$ cat src/include/pwr_seq_pkg.sv
package pwr_seq_pkg;
  // ---------------------------------------------------------------------
  // register map
  // ---------------------------------------------------------------------
  localparam logic [7:0] SEQ_CTRL_ADDR = 8'h0d;
  localparam logic [7:0] REG_START_ADDR = 8'h16;
  localparam logic [7:0] LOCKOUT_ADDR = 8'h0e;
  localparam logic [7:0] PG_MASK_ADDR = 8'h0f;
  localparam logic [7:0] BL_A_ADDR = 8'h10;
  localparam logic [7:0] BL_B_ADDR = 8'h11;
  localparam logic [7:0] STATUS_ADDR = 8'h12;
  localparam logic [7:0] PG_DELAY_ADDR = 8'h13;

  // reset values
  localparam logic [7:0] SEQ_CTRL_RST = 8'h00;
  localparam logic [7:0] REG_START_RST = 8'h00;
  localparam logic [7:0] LOCKOUT_RST = 8'h00; // 3 V falling, 500 mV hyst
  localparam logic [7:0] PG_MASK_RST = 8'h1f;
  localparam logic [7:0] BL_A_RST = 8'h00;
  localparam logic [7:0] BL_B_RST = 8'h00;
  localparam logic [7:0] PG_DELAY_RST = 8'h01;
  localparam logic [6:0] DUTY_PIN_DEFAULT = 7'h1e; // 30 percent

  // field positions
  localparam int SQ_LSB = 0; // converter_sequence_select [2:0]
  localparam int FIRST_REG_ON = 3;
  localparam int SECOND_REG_ON = 4;
  localparam int SECOND_FOLLOW = 5;
  localparam int SINK_EN = 0; // backlight_control_a
  localparam int CUR_LEVEL = 7; // backlight_control_b

  localparam logic [2:0] SQ_PINS = 3'h5;

  // timing at 200 MHz
  localparam int CLK_MHZ = 200;
  localparam int DEBOUNCE_MS = 50;
  localparam int LONG_PRESS_S = 15;
  localparam int PG_PULSE_US = 500;
  localparam int SOFT_START_US = 250;
  localparam int STARTUP_US = 100;
  localparam int PG_DELAY_UNIT_US = 1000;
  localparam int PULSE_CYC = PG_PULSE_US * CLK_MHZ;
  localparam int SOFT_CYC = SOFT_START_US * CLK_MHZ;
  localparam int STARTUP_CYC = STARTUP_US * CLK_MHZ;
  localparam int DELAY_UNIT_CYC = PG_DELAY_UNIT_US * CLK_MHZ;

  typedef enum logic [2:0] {
    ST_OFF, ST_RAMP_SYS, ST_LOAD, ST_START, ST_ON
  } pwr_state_e;

  typedef struct packed {
    logic [2:0] enable_pin;
    logic [2:0] rail_good;
    logic [1:0] reg_good;
  } rail_in_s;

  typedef struct packed {
    logic [2:0] conv_on;
    logic [2:0] conv_soft;
    logic [2:0] conv_discharge;
    logic [1:0] reg_on;
    logic second_follow;
  } rail_out_s;
endpackage

$ cat src/rtl/power_button_sequencer.sv
`timescale 1ns/1ps
module power_button_sequencer #(
  parameter int DEBOUNCE_CYC = pwr_seq_pkg::DEBOUNCE_MS * 1000 *
    pwr_seq_pkg::CLK_MHZ,
  parameter longint LONG_PRESS_CYC = longint'(pwr_seq_pkg::LONG_PRESS_S) *
    64'd1000000 * pwr_seq_pkg::CLK_MHZ,
  parameter int PG_DELAY_CYC = pwr_seq_pkg::DELAY_UNIT_CYC,
  parameter int START_WAIT_CYC = pwr_seq_pkg::STARTUP_CYC,
  parameter int SOFT_RAMP_CYC = pwr_seq_pkg::SOFT_CYC,
  parameter int PULSE_LEN_CYC = pwr_seq_pkg::PULSE_CYC
) (
  input wire logic clk_sys,
  input wire logic rst,
  input wire logic push_button_input,
  input wire logic hold_on_input,
  input wire logic ext_power_present,
  input wire logic system_rail_ok,
  input wire logic reset_sense_above,
  input wire logic over_temp,
  input wire logic backlight_enable_pin,
  input wire pwr_seq_pkg::rail_in_s rails_in,
  input wire logic reg_wr,
  input wire logic [7:0] reg_addr,
  input wire logic [7:0] reg_wdata,
  output logic [7:0] reg_rdata,
  output pwr_seq_pkg::rail_out_s rails_out,
  output logic [1:0] lockout_level,
  output logic power_good_output_oe_n,
  output logic reset_output_oe_n,
  output logic button_wake_output_oe_n,
  output logic backlight_on,
  output logic [6:0] dimming_duty,
  output logic current_set_select_a,
  output logic external_regulator_enable
);
  import pwr_seq_pkg::*;

  // ---------------------------------------------------------------------
  // registers
  // ---------------------------------------------------------------------
  logic [7:0] seq_ctrl_q, reg_start_q, lockout_q, pg_mask_q;
  logic [7:0] bl_a_q, bl_b_q, pg_delay_q;
  logic long_fire;
  logic go_off;

  // long press and power-down both restore defaults
  wire restore_defaults = long_fire || go_off;

  always_ff @(posedge clk_sys or posedge rst) begin
    if (rst) begin
      seq_ctrl_q <= SEQ_CTRL_RST;
      reg_start_q <= REG_START_RST;
      lockout_q <= LOCKOUT_RST;
      pg_mask_q <= PG_MASK_RST;
      bl_a_q <= BL_A_RST;
      bl_b_q <= BL_B_RST;
      pg_delay_q <= PG_DELAY_RST;
    end else if (restore_defaults) begin
      seq_ctrl_q <= SEQ_CTRL_RST;
      reg_start_q <= REG_START_RST;
      lockout_q <= LOCKOUT_RST;
      pg_mask_q <= PG_MASK_RST;
      bl_a_q <= BL_A_RST;
      bl_b_q <= BL_B_RST;
      pg_delay_q <= PG_DELAY_RST;
    end else if (reg_wr) begin
      unique case (reg_addr)
        SEQ_CTRL_ADDR: seq_ctrl_q <= reg_wdata;
        REG_START_ADDR: reg_start_q <= reg_wdata;
        LOCKOUT_ADDR: lockout_q <= reg_wdata;
        PG_MASK_ADDR: pg_mask_q <= reg_wdata;
        BL_A_ADDR: bl_a_q <= reg_wdata;
        BL_B_ADDR: bl_b_q <= reg_wdata;
        PG_DELAY_ADDR: pg_delay_q <= reg_wdata;
        default: ;
      endcase
    end
  end

  // ---------------------------------------------------------------------
  // debounce and long press
  // ---------------------------------------------------------------------
  logic btn_last_q, pressed_q, long_done_q, hold_last_q;
  logic [31:0] deb_cnt_q;
  logic [35:0] long_cnt_q;
  logic [31:0] pulse_cnt_q;

  // count restarts on any edge, so bounce cannot accumulate
  always_ff @(posedge clk_sys or posedge rst) begin
    if (rst) begin
      btn_last_q <= 1'b1;
      hold_last_q <= 1'b0;
      deb_cnt_q <= '0;
      pressed_q <= 1'b0;
    end else begin
      btn_last_q <= push_button_input;
      hold_last_q <= hold_on_input;
      if (push_button_input != btn_last_q) begin
        deb_cnt_q <= '0;
      end else if (deb_cnt_q < 32'(DEBOUNCE_CYC)) begin
        deb_cnt_q <= deb_cnt_q + 32'h1;
      end else begin
        pressed_q <= ~push_button_input;
      end
    end
  end

  assign long_fire = pressed_q && !long_done_q &&
                     long_cnt_q >= 36'(LONG_PRESS_CYC);

  // one pulse per press; re-armed on release
  always_ff @(posedge clk_sys or posedge rst) begin
    if (rst) begin
      long_cnt_q <= '0;
      long_done_q <= 1'b0;
      pulse_cnt_q <= '0;
    end else begin
      if (!pressed_q) begin
        long_cnt_q <= '0;
        long_done_q <= 1'b0;
      end else if (long_fire) begin
        long_done_q <= 1'b1;
      end else if (!long_done_q) begin
        long_cnt_q <= long_cnt_q + 36'h1;
      end
      if (long_fire) begin
        pulse_cnt_q <= 32'(PULSE_LEN_CYC);
      end else if (pulse_cnt_q != '0) begin
        pulse_cnt_q <= pulse_cnt_q - 32'h1;
      end
    end
  end

  // debounced press still confirmed by the pin; release is prompt
  wire btn_low = pressed_q && !btn_last_q;
  // open drain: released as soon as the button comes back up
  assign button_wake_output_oe_n = ~btn_low;

  // ---------------------------------------------------------------------
  // on/off state machine
  // ---------------------------------------------------------------------
  pwr_state_e state_q;
  logic [31:0] st_cnt_q;
  logic [2:0] step_q;

  // a release still inside its debounce must not restart the device
  wire turn_on = (btn_low || (hold_on_input && ext_power_present))
                 && system_rail_ok;
  // releases without hold and lockout drop power; hold low is immediate
  assign go_off = state_q != ST_OFF &&
                  (!system_rail_ok ||
                   (!pressed_q && !hold_on_input) ||
                   (hold_last_q && !hold_on_input));

  always_ff @(posedge clk_sys or posedge rst) begin
    if (rst) begin
      state_q <= ST_OFF;
      st_cnt_q <= '0;
      step_q <= '0;
    end else if (go_off) begin
      state_q <= ST_OFF;
      st_cnt_q <= '0;
      step_q <= '0;
    end else begin
      unique case (state_q)
        ST_OFF: if (turn_on) begin
          state_q <= ST_RAMP_SYS;
        end
        ST_RAMP_SYS: if (system_rail_ok) begin
          state_q <= ST_LOAD;
        end
        ST_LOAD: begin
          state_q <= ST_START; // defaults reloaded on last off
          st_cnt_q <= '0;
        end
        ST_START: begin
          // step through sequence: startup time then soft start each
          if (st_cnt_q < 32'(START_WAIT_CYC + SOFT_RAMP_CYC)) begin
            st_cnt_q <= st_cnt_q + 32'h1;
          end else if (step_q == 3'h4) begin
            state_q <= ST_ON;
          end else begin
            step_q <= step_q + 3'h1;
            st_cnt_q <= '0;
          end
        end
        ST_ON: ;
      endcase
    end
  end

  // ---------------------------------------------------------------------
  // rail gating
  // ---------------------------------------------------------------------
  wire on_state = state_q == ST_START || state_q == ST_ON;
  wire [2:0] sq = seq_ctrl_q[SQ_LSB +: 3];
  wire pin_mode = sq == SQ_PINS;
  wire ramping = state_q == ST_START && st_cnt_q >= 32'(START_WAIT_CYC);

  // sequence order: converter n starts at step n+1 (reversed if sq[0])
  function automatic logic seq_reached(input logic [2:0] idx);
    logic [2:0] pos;
    pos = sq[0] ? 3'(3'h2 - idx) : idx;
    return state_q == ST_ON || step_q > pos;
  endfunction

  logic [2:0] conv_en;
  always_comb begin
    for (int i = 0; i < 3; i++) begin
      conv_en[i] = on_state && !over_temp &&
                   (pin_mode ? rails_in.enable_pin[i]
                             : seq_reached(3'(i)));
    end
  end

  assign rails_out.conv_on = conv_en;
  assign rails_out.conv_soft = conv_en & {3{ramping}};
  assign rails_out.conv_discharge = ~conv_en;
  // regulators: own bit or auto start, first with the last converter, second one step after
  assign rails_out.reg_on[0] = on_state && (seq_ctrl_q[FIRST_REG_ON] ||
    (reg_start_q[0] && step_q >= 3'h3) || state_q == ST_ON &&
    reg_start_q[0]);
  assign rails_out.reg_on[1] = on_state && (seq_ctrl_q[SECOND_REG_ON] ||
    (reg_start_q[1] && step_q >= 3'h4) || state_q == ST_ON &&
    reg_start_q[1]);
  assign rails_out.second_follow = seq_ctrl_q[SECOND_FOLLOW];
  assign lockout_level = lockout_q[1:0];

  // ---------------------------------------------------------------------
  // power-good and reset delay
  // ---------------------------------------------------------------------
  wire [4:0] good = {rails_in.reg_good, rails_in.rail_good};
  wire rails_ok = on_state && ((~good & pg_mask_q[4:0]) == 5'h0);
  logic [39:0] pg_cnt_q, rs_cnt_q;
  logic pg_q, rs_q, ext_q;
  wire [39:0] delay_cyc = 40'(pg_delay_q) * 40'(PG_DELAY_CYC);

  // shared delay for power-good and reset comparator
  always_ff @(posedge clk_sys or posedge rst) begin
    if (rst) begin
      pg_cnt_q <= '0;
      rs_cnt_q <= '0;
      pg_q <= 1'b0;
      rs_q <= 1'b0;
      ext_q <= 1'b0;
    end else begin
      if (!rails_ok) begin
        pg_cnt_q <= '0;
        pg_q <= 1'b0;
      end else if (pg_cnt_q < delay_cyc) begin
        pg_cnt_q <= pg_cnt_q + 40'h1;
      end else begin
        pg_q <= 1'b1;
      end
      if (!on_state || !reset_sense_above) begin
        rs_cnt_q <= '0;
        rs_q <= 1'b0;
      end else if (rs_cnt_q < delay_cyc) begin
        rs_cnt_q <= rs_cnt_q + 40'h1;
      end else begin
        rs_q <= 1'b1;
      end
      if (state_q == ST_OFF) begin
        ext_q <= 1'b0;
      end else if (state_q == ST_START && step_q >= sq) begin
        ext_q <= 1'b1;
      end
    end
  end

  assign power_good_output_oe_n = pg_q && pulse_cnt_q == '0;
  assign reset_output_oe_n = rs_q;
  assign external_regulator_enable = ext_q;

  // ---------------------------------------------------------------------
  // backlight
  // ---------------------------------------------------------------------
  assign backlight_on = on_state &&
                        (backlight_enable_pin || bl_a_q[SINK_EN]);
  assign dimming_duty = (backlight_enable_pin && !bl_a_q[SINK_EN]) ?
                        DUTY_PIN_DEFAULT : bl_b_q[6:0];
  assign current_set_select_a = bl_b_q[CUR_LEVEL];

  // ---------------------------------------------------------------------
  // read back
  // ---------------------------------------------------------------------
  wire [7:0] status = {pg_q, rs_q, pressed_q, over_temp, 1'b0,
                       state_q};
  assign reg_rdata =
    reg_addr == SEQ_CTRL_ADDR ? seq_ctrl_q :
    reg_addr == REG_START_ADDR ? reg_start_q :
    reg_addr == LOCKOUT_ADDR ? lockout_q :
    reg_addr == PG_MASK_ADDR ? pg_mask_q :
    reg_addr == BL_A_ADDR ? bl_a_q :
    reg_addr == BL_B_ADDR ? bl_b_q :
    reg_addr == PG_DELAY_ADDR ? pg_delay_q :
    reg_addr == STATUS_ADDR ? status : 8'h00;
endmodule // power_button_sequencer
$ cat config.mk
export PLATFORM = sky130hd
export DESIGN_NAME = power_button_sequencer
export DESIGN_NICKNAME = d
export VERILOG_FILES = /design/src/include/pwr_seq_pkg.sv /design/src/rtl/power_button_sequencer.sv
export SDC_FILE = /design/constraint.sdc
export NUM_CORES = 1
export LEC_CHECK = 0
export BUFFER_PORTS_ARGS = -buffer_cell sky130_fd_sc_hd__buf_4
export CORE_AREA = 4 4 237 123
export CTS_CLUSTER_DIAMETER = 80
export DETAILED_ROUTE_END_ITERATION = 8
export DIE_AREA = 0 0 241 127
export MAX_ROUTING_LAYER = met4
export PLACE_DENSITY = 0.78
export SETUP_SLACK_MARGIN = 0.05
export SLEW_MARGIN = 15
export SYNTH_ARGS = -nofsm -noshare
export SYNTH_HDL_FRONTEND = slang
export SYNTH_SLANG_ARGS = --single-unit
$ cat constraint.sdc
create_clock -name clk_sys -period 14 [get_ports clk_sys]
set_clock_uncertainty 0.15 [all_clocks]
set_input_delay 2.8 -clock clk_sys [delete_from_list [all_inputs] [get_ports clk_sys]]
set_output_delay 2.8 -clock clk_sys [all_outputs]
set_load 0.02 [all_outputs]
==> summary.md <==
| Metric | Value |
|---|---|
| # IOs | `69` |
| Core Region | `27220 µm²` |
| Power Density | `92.66 nW/µm²` |
| Area grow syn2layout | `10.86%` |
| Die height | `127 µm` |
| WS Path Type | `input pin to output pin` |
| TritonCTS clock tree | `done` |
| Synth Area per Inst | `9.436 µm²` |
| Initial Utilization | `59.27%` |
| Post-synth EDFFs | `0` |
| Setup TNS | `0 ps` |
| CTS clk-pin slew, worst paths | `60 ps` |
| Drt wl/cell | `19.35 µm` |
| Slew Viols, Final | `0` |
| Global route overflow | `0` |
| Status | `complete, no violations` |
| Remaining antenna violation count | `0` |
| Crit path from | `reg_addr[7]` |
| Leak | `8.427 nW` |
| Reg2reg start | `pg_delay_q[4]` |
| Gpl congestion | `0.9542` |
| Arr. time, crit path | `5150 ps` |
| Post-synth ARST share | `100.0%` |
| Setup crit start kind | `input pin` |
| DR vias | `13250` |
| 1st-iter DRT viols | `1680` |
| Finish-stage setup viols | `0` |
| Die area | `30610 µm²` |
| Slew margin rel. | `22.15%` |
| Total Nets Final | `1903` |
| Placed cell count | `2085` |
| Filler Cells Inserted | `2161` |
| Hold Path Depth | `1` |
| Detailed-router iteration count before antenna repair | `5` |
| R2R depth | `25` |
| Initial antenna violation count | `0` |
| Post-CTS setup buffers | `0` |
| Fin cells | `2133` |
| Placement Rows | `43` |
| Period utilisation layout | `57.86%` |
| Req. time, crit path | `11050 ps` |
| H-tree levels | `1` |
| Largest net degree at the start of global routing | `126` |
| Gates resized, CTS repair | `0` |
| Post-DR vias/cell | `6.210` |
| Worst slew pin tran | `1151 ps` |
| Die X | `241 µm` |
| Root buffer cell | `clkbuf_16` |
| Tmin final | `8100 ps` |
| Main synth FF type | `dfrtp_1` |
| Hold_sp | `pg_cnt_q[28]` |
| DP HPWL | `30.11 mm` |
| Vias in the first global route | `12190` |
| Number of diodes | `0` |
| Max cap viols | `0` |
| Register bit total from synthesis | `281` |
| Longest Clk Path Bufs | `3` |
| Final WL | `41.28 mm` |
| Syn_nets | `1860` |
| CTS Buf Count | `26` |
| Post-synthesis sequential area ratio | `43.63%` |
| CTS Hold Bufs | `0` |
| Port bufs | `68` |
| Layout cell share with drive strength beyond 1 | `9.814%` |
| Post-Synthesis Cells | `1710` |
| Fmax | `0.1235 GHz` |
| Worst-path maximum fanout | `16` |
| Commonest non-fill, non-tap cells in the layout | `dfrtp_1 (274), nor2_1 (162), nand2_1 (133)` |
| GRT Total Usage | `27.77%` |
| CP endpoint kind | `output pin` |
| YS warnings | `0` |
| RSZ-0062 raised after global routing | `no` |
| Mapped cell area | `16140 µm²` |
| Library cells used by synthesis | `74` |
| CTS sink cnt | `281` |
| Clock latency on the worst-skew pair | `550 ps` |
| Hold Violations, Final | `0` |
| Residual DRC | `0` |
| Leading cell type in the layout, fill and taps excluded | `dfrtp_1` |
| Worst min path class | `register to register` |
| Maximum vdd ir drop | `0.1031 mV` |
| First-pass GRT wire length | `66.36 mm` |
## cell type report
class                   count  area (µm²)  area share (%)
flip-flops and latches    281        7041           39.36
well taps                 360       450.4           2.518
inverters                  63       244.0           1.364
multi-input cells        1300        8663           48.43
repair buffers             81       608.1           3.399
clock buffers              39       780.7           4.365
clock inverters             9       101.3          0.5666
## critical path: stages
cell and delay [ps]:
buf_4 110, nor3_1 380, nand4b_1 280, nor3b_2 890, a22o_1 270, a211oi_1 40
o21ai_0 200, buf_4 180
## power by group
part           internal, mW  switching (mW)  leakage (nW)  total (mW)
registers             0.816         0.00755          3.88       0.824
logic                0.0250          0.0677          4.12      0.0927
clock network         0.423           0.318         0.435       0.741
total                  1.26           0.393          8.43        1.66
## through the flow
step / power (mW) / hold WS (ps) / util, % / cell area, µm² / setup slack, ps
after detailed placement: 0.9300 / 313.6 / 62.40 / 16990 / 5944
final: 1.658 / 330.1 / 65.71 / 17890 / 5900
after global routing: 1.714 / 351.6 / 65.71 / 17890 / 5717
after global placement: 0.9282 / 310.0 / 62.40 / 16990 / 5990
after CTS: 1.669 / 337.4 / 65.64 / 17870 / 5937
after floorplan: 0.8931 / 293.7 / - / 16140 / 3311
## path summary, 6_finish.rpt
| kind | endpoint | slack (ps) |
|---|---|---|
| worst max-delay path | reg_rdata[0] | 5900 |
| worst min-delay path | pg_cnt_q[28] | 330 |
| worst max register to register | rs_cnt_q[14] | 6650 |
| worst min register to register | pg_cnt_q[28] | 330 |
| max in group asynchronous | long_cnt_q[12] | 8910 |
| min in group asynchronous | pulse_cnt_q[25] | 2250 |
## Yosys cell counts, types with 7 or more instances
cell type	n	area [µm²]
dfrtp_1	274	6857
nor2_1	162	608.1
nand2_1	133	499.2
a21oi_1	126	630.6
ha_1	104	1301
nand3_1	100	500.5
xnor2_1	67	586.8
and2_1	63	394.1
inv_1	62	232.7
o21ai_0	59	295.3
clkbuf_1	58	217.7
nor3_1	43	215.2
or3_1	36	225.2
mux2i_1	31	310.3
and3_1	30	187.7
nor4_1	30	187.7
xor2_1	30	262.8
nand4_1	29	181.4
nor2b_1	25	156.4
a21o_1	20	150.1
or4_1	20	150.1
nand2b_1	19	118.9
a211oi_1	15	112.6
a22oi_1	13	97.59
o21a_1	13	97.59
fa_1	12	240.2
o31ai_1	12	90.09
a31o_2	9	78.83
a31oi_1	8	50.05
dfstp_2	7	183.9
mux4_2	7	157.7
or2_2	7	43.79
## flip-flops by register name, summed over array words and instances, names as in the netlist, 3 cells and up
name and cells:
lockout_q 8, bl_a_q 8, step_q 3, long_cnt_q 36
pg_mask_q 8, seq_ctrl_q 8, reg_start_q 8, state_q 3
bl_b_q 8, deb_cnt_q 32, pg_delay_q 8, st_cnt_q 32
rs_cnt_q 40, pulse_cnt_q 32, pg_cnt_q 40
## layer usage
layer / vias up / GRT usage (%) / share of wire (%)
li1: 6173 / - / -
met1: 6510 / 45.10 / 49
met2: 511 / 35.94 / 40
met3: 51 / 5.500 / 8.6
met4: 0 / 5.056 / 1.8
met5: - / - / 0
## logic make-up after synthesis
family | synth area share (%)
and+or+nand+nor | 23.16
AOI/OAI and AO/OA | 12.28
adders and majority gates | 9.615
muxes | 2.970
DFF | 43.63
xor gates and xnor gates | 5.265
buffers and inverters | 3.078
No activity file was read; power rests on OpenSTA's default activity.
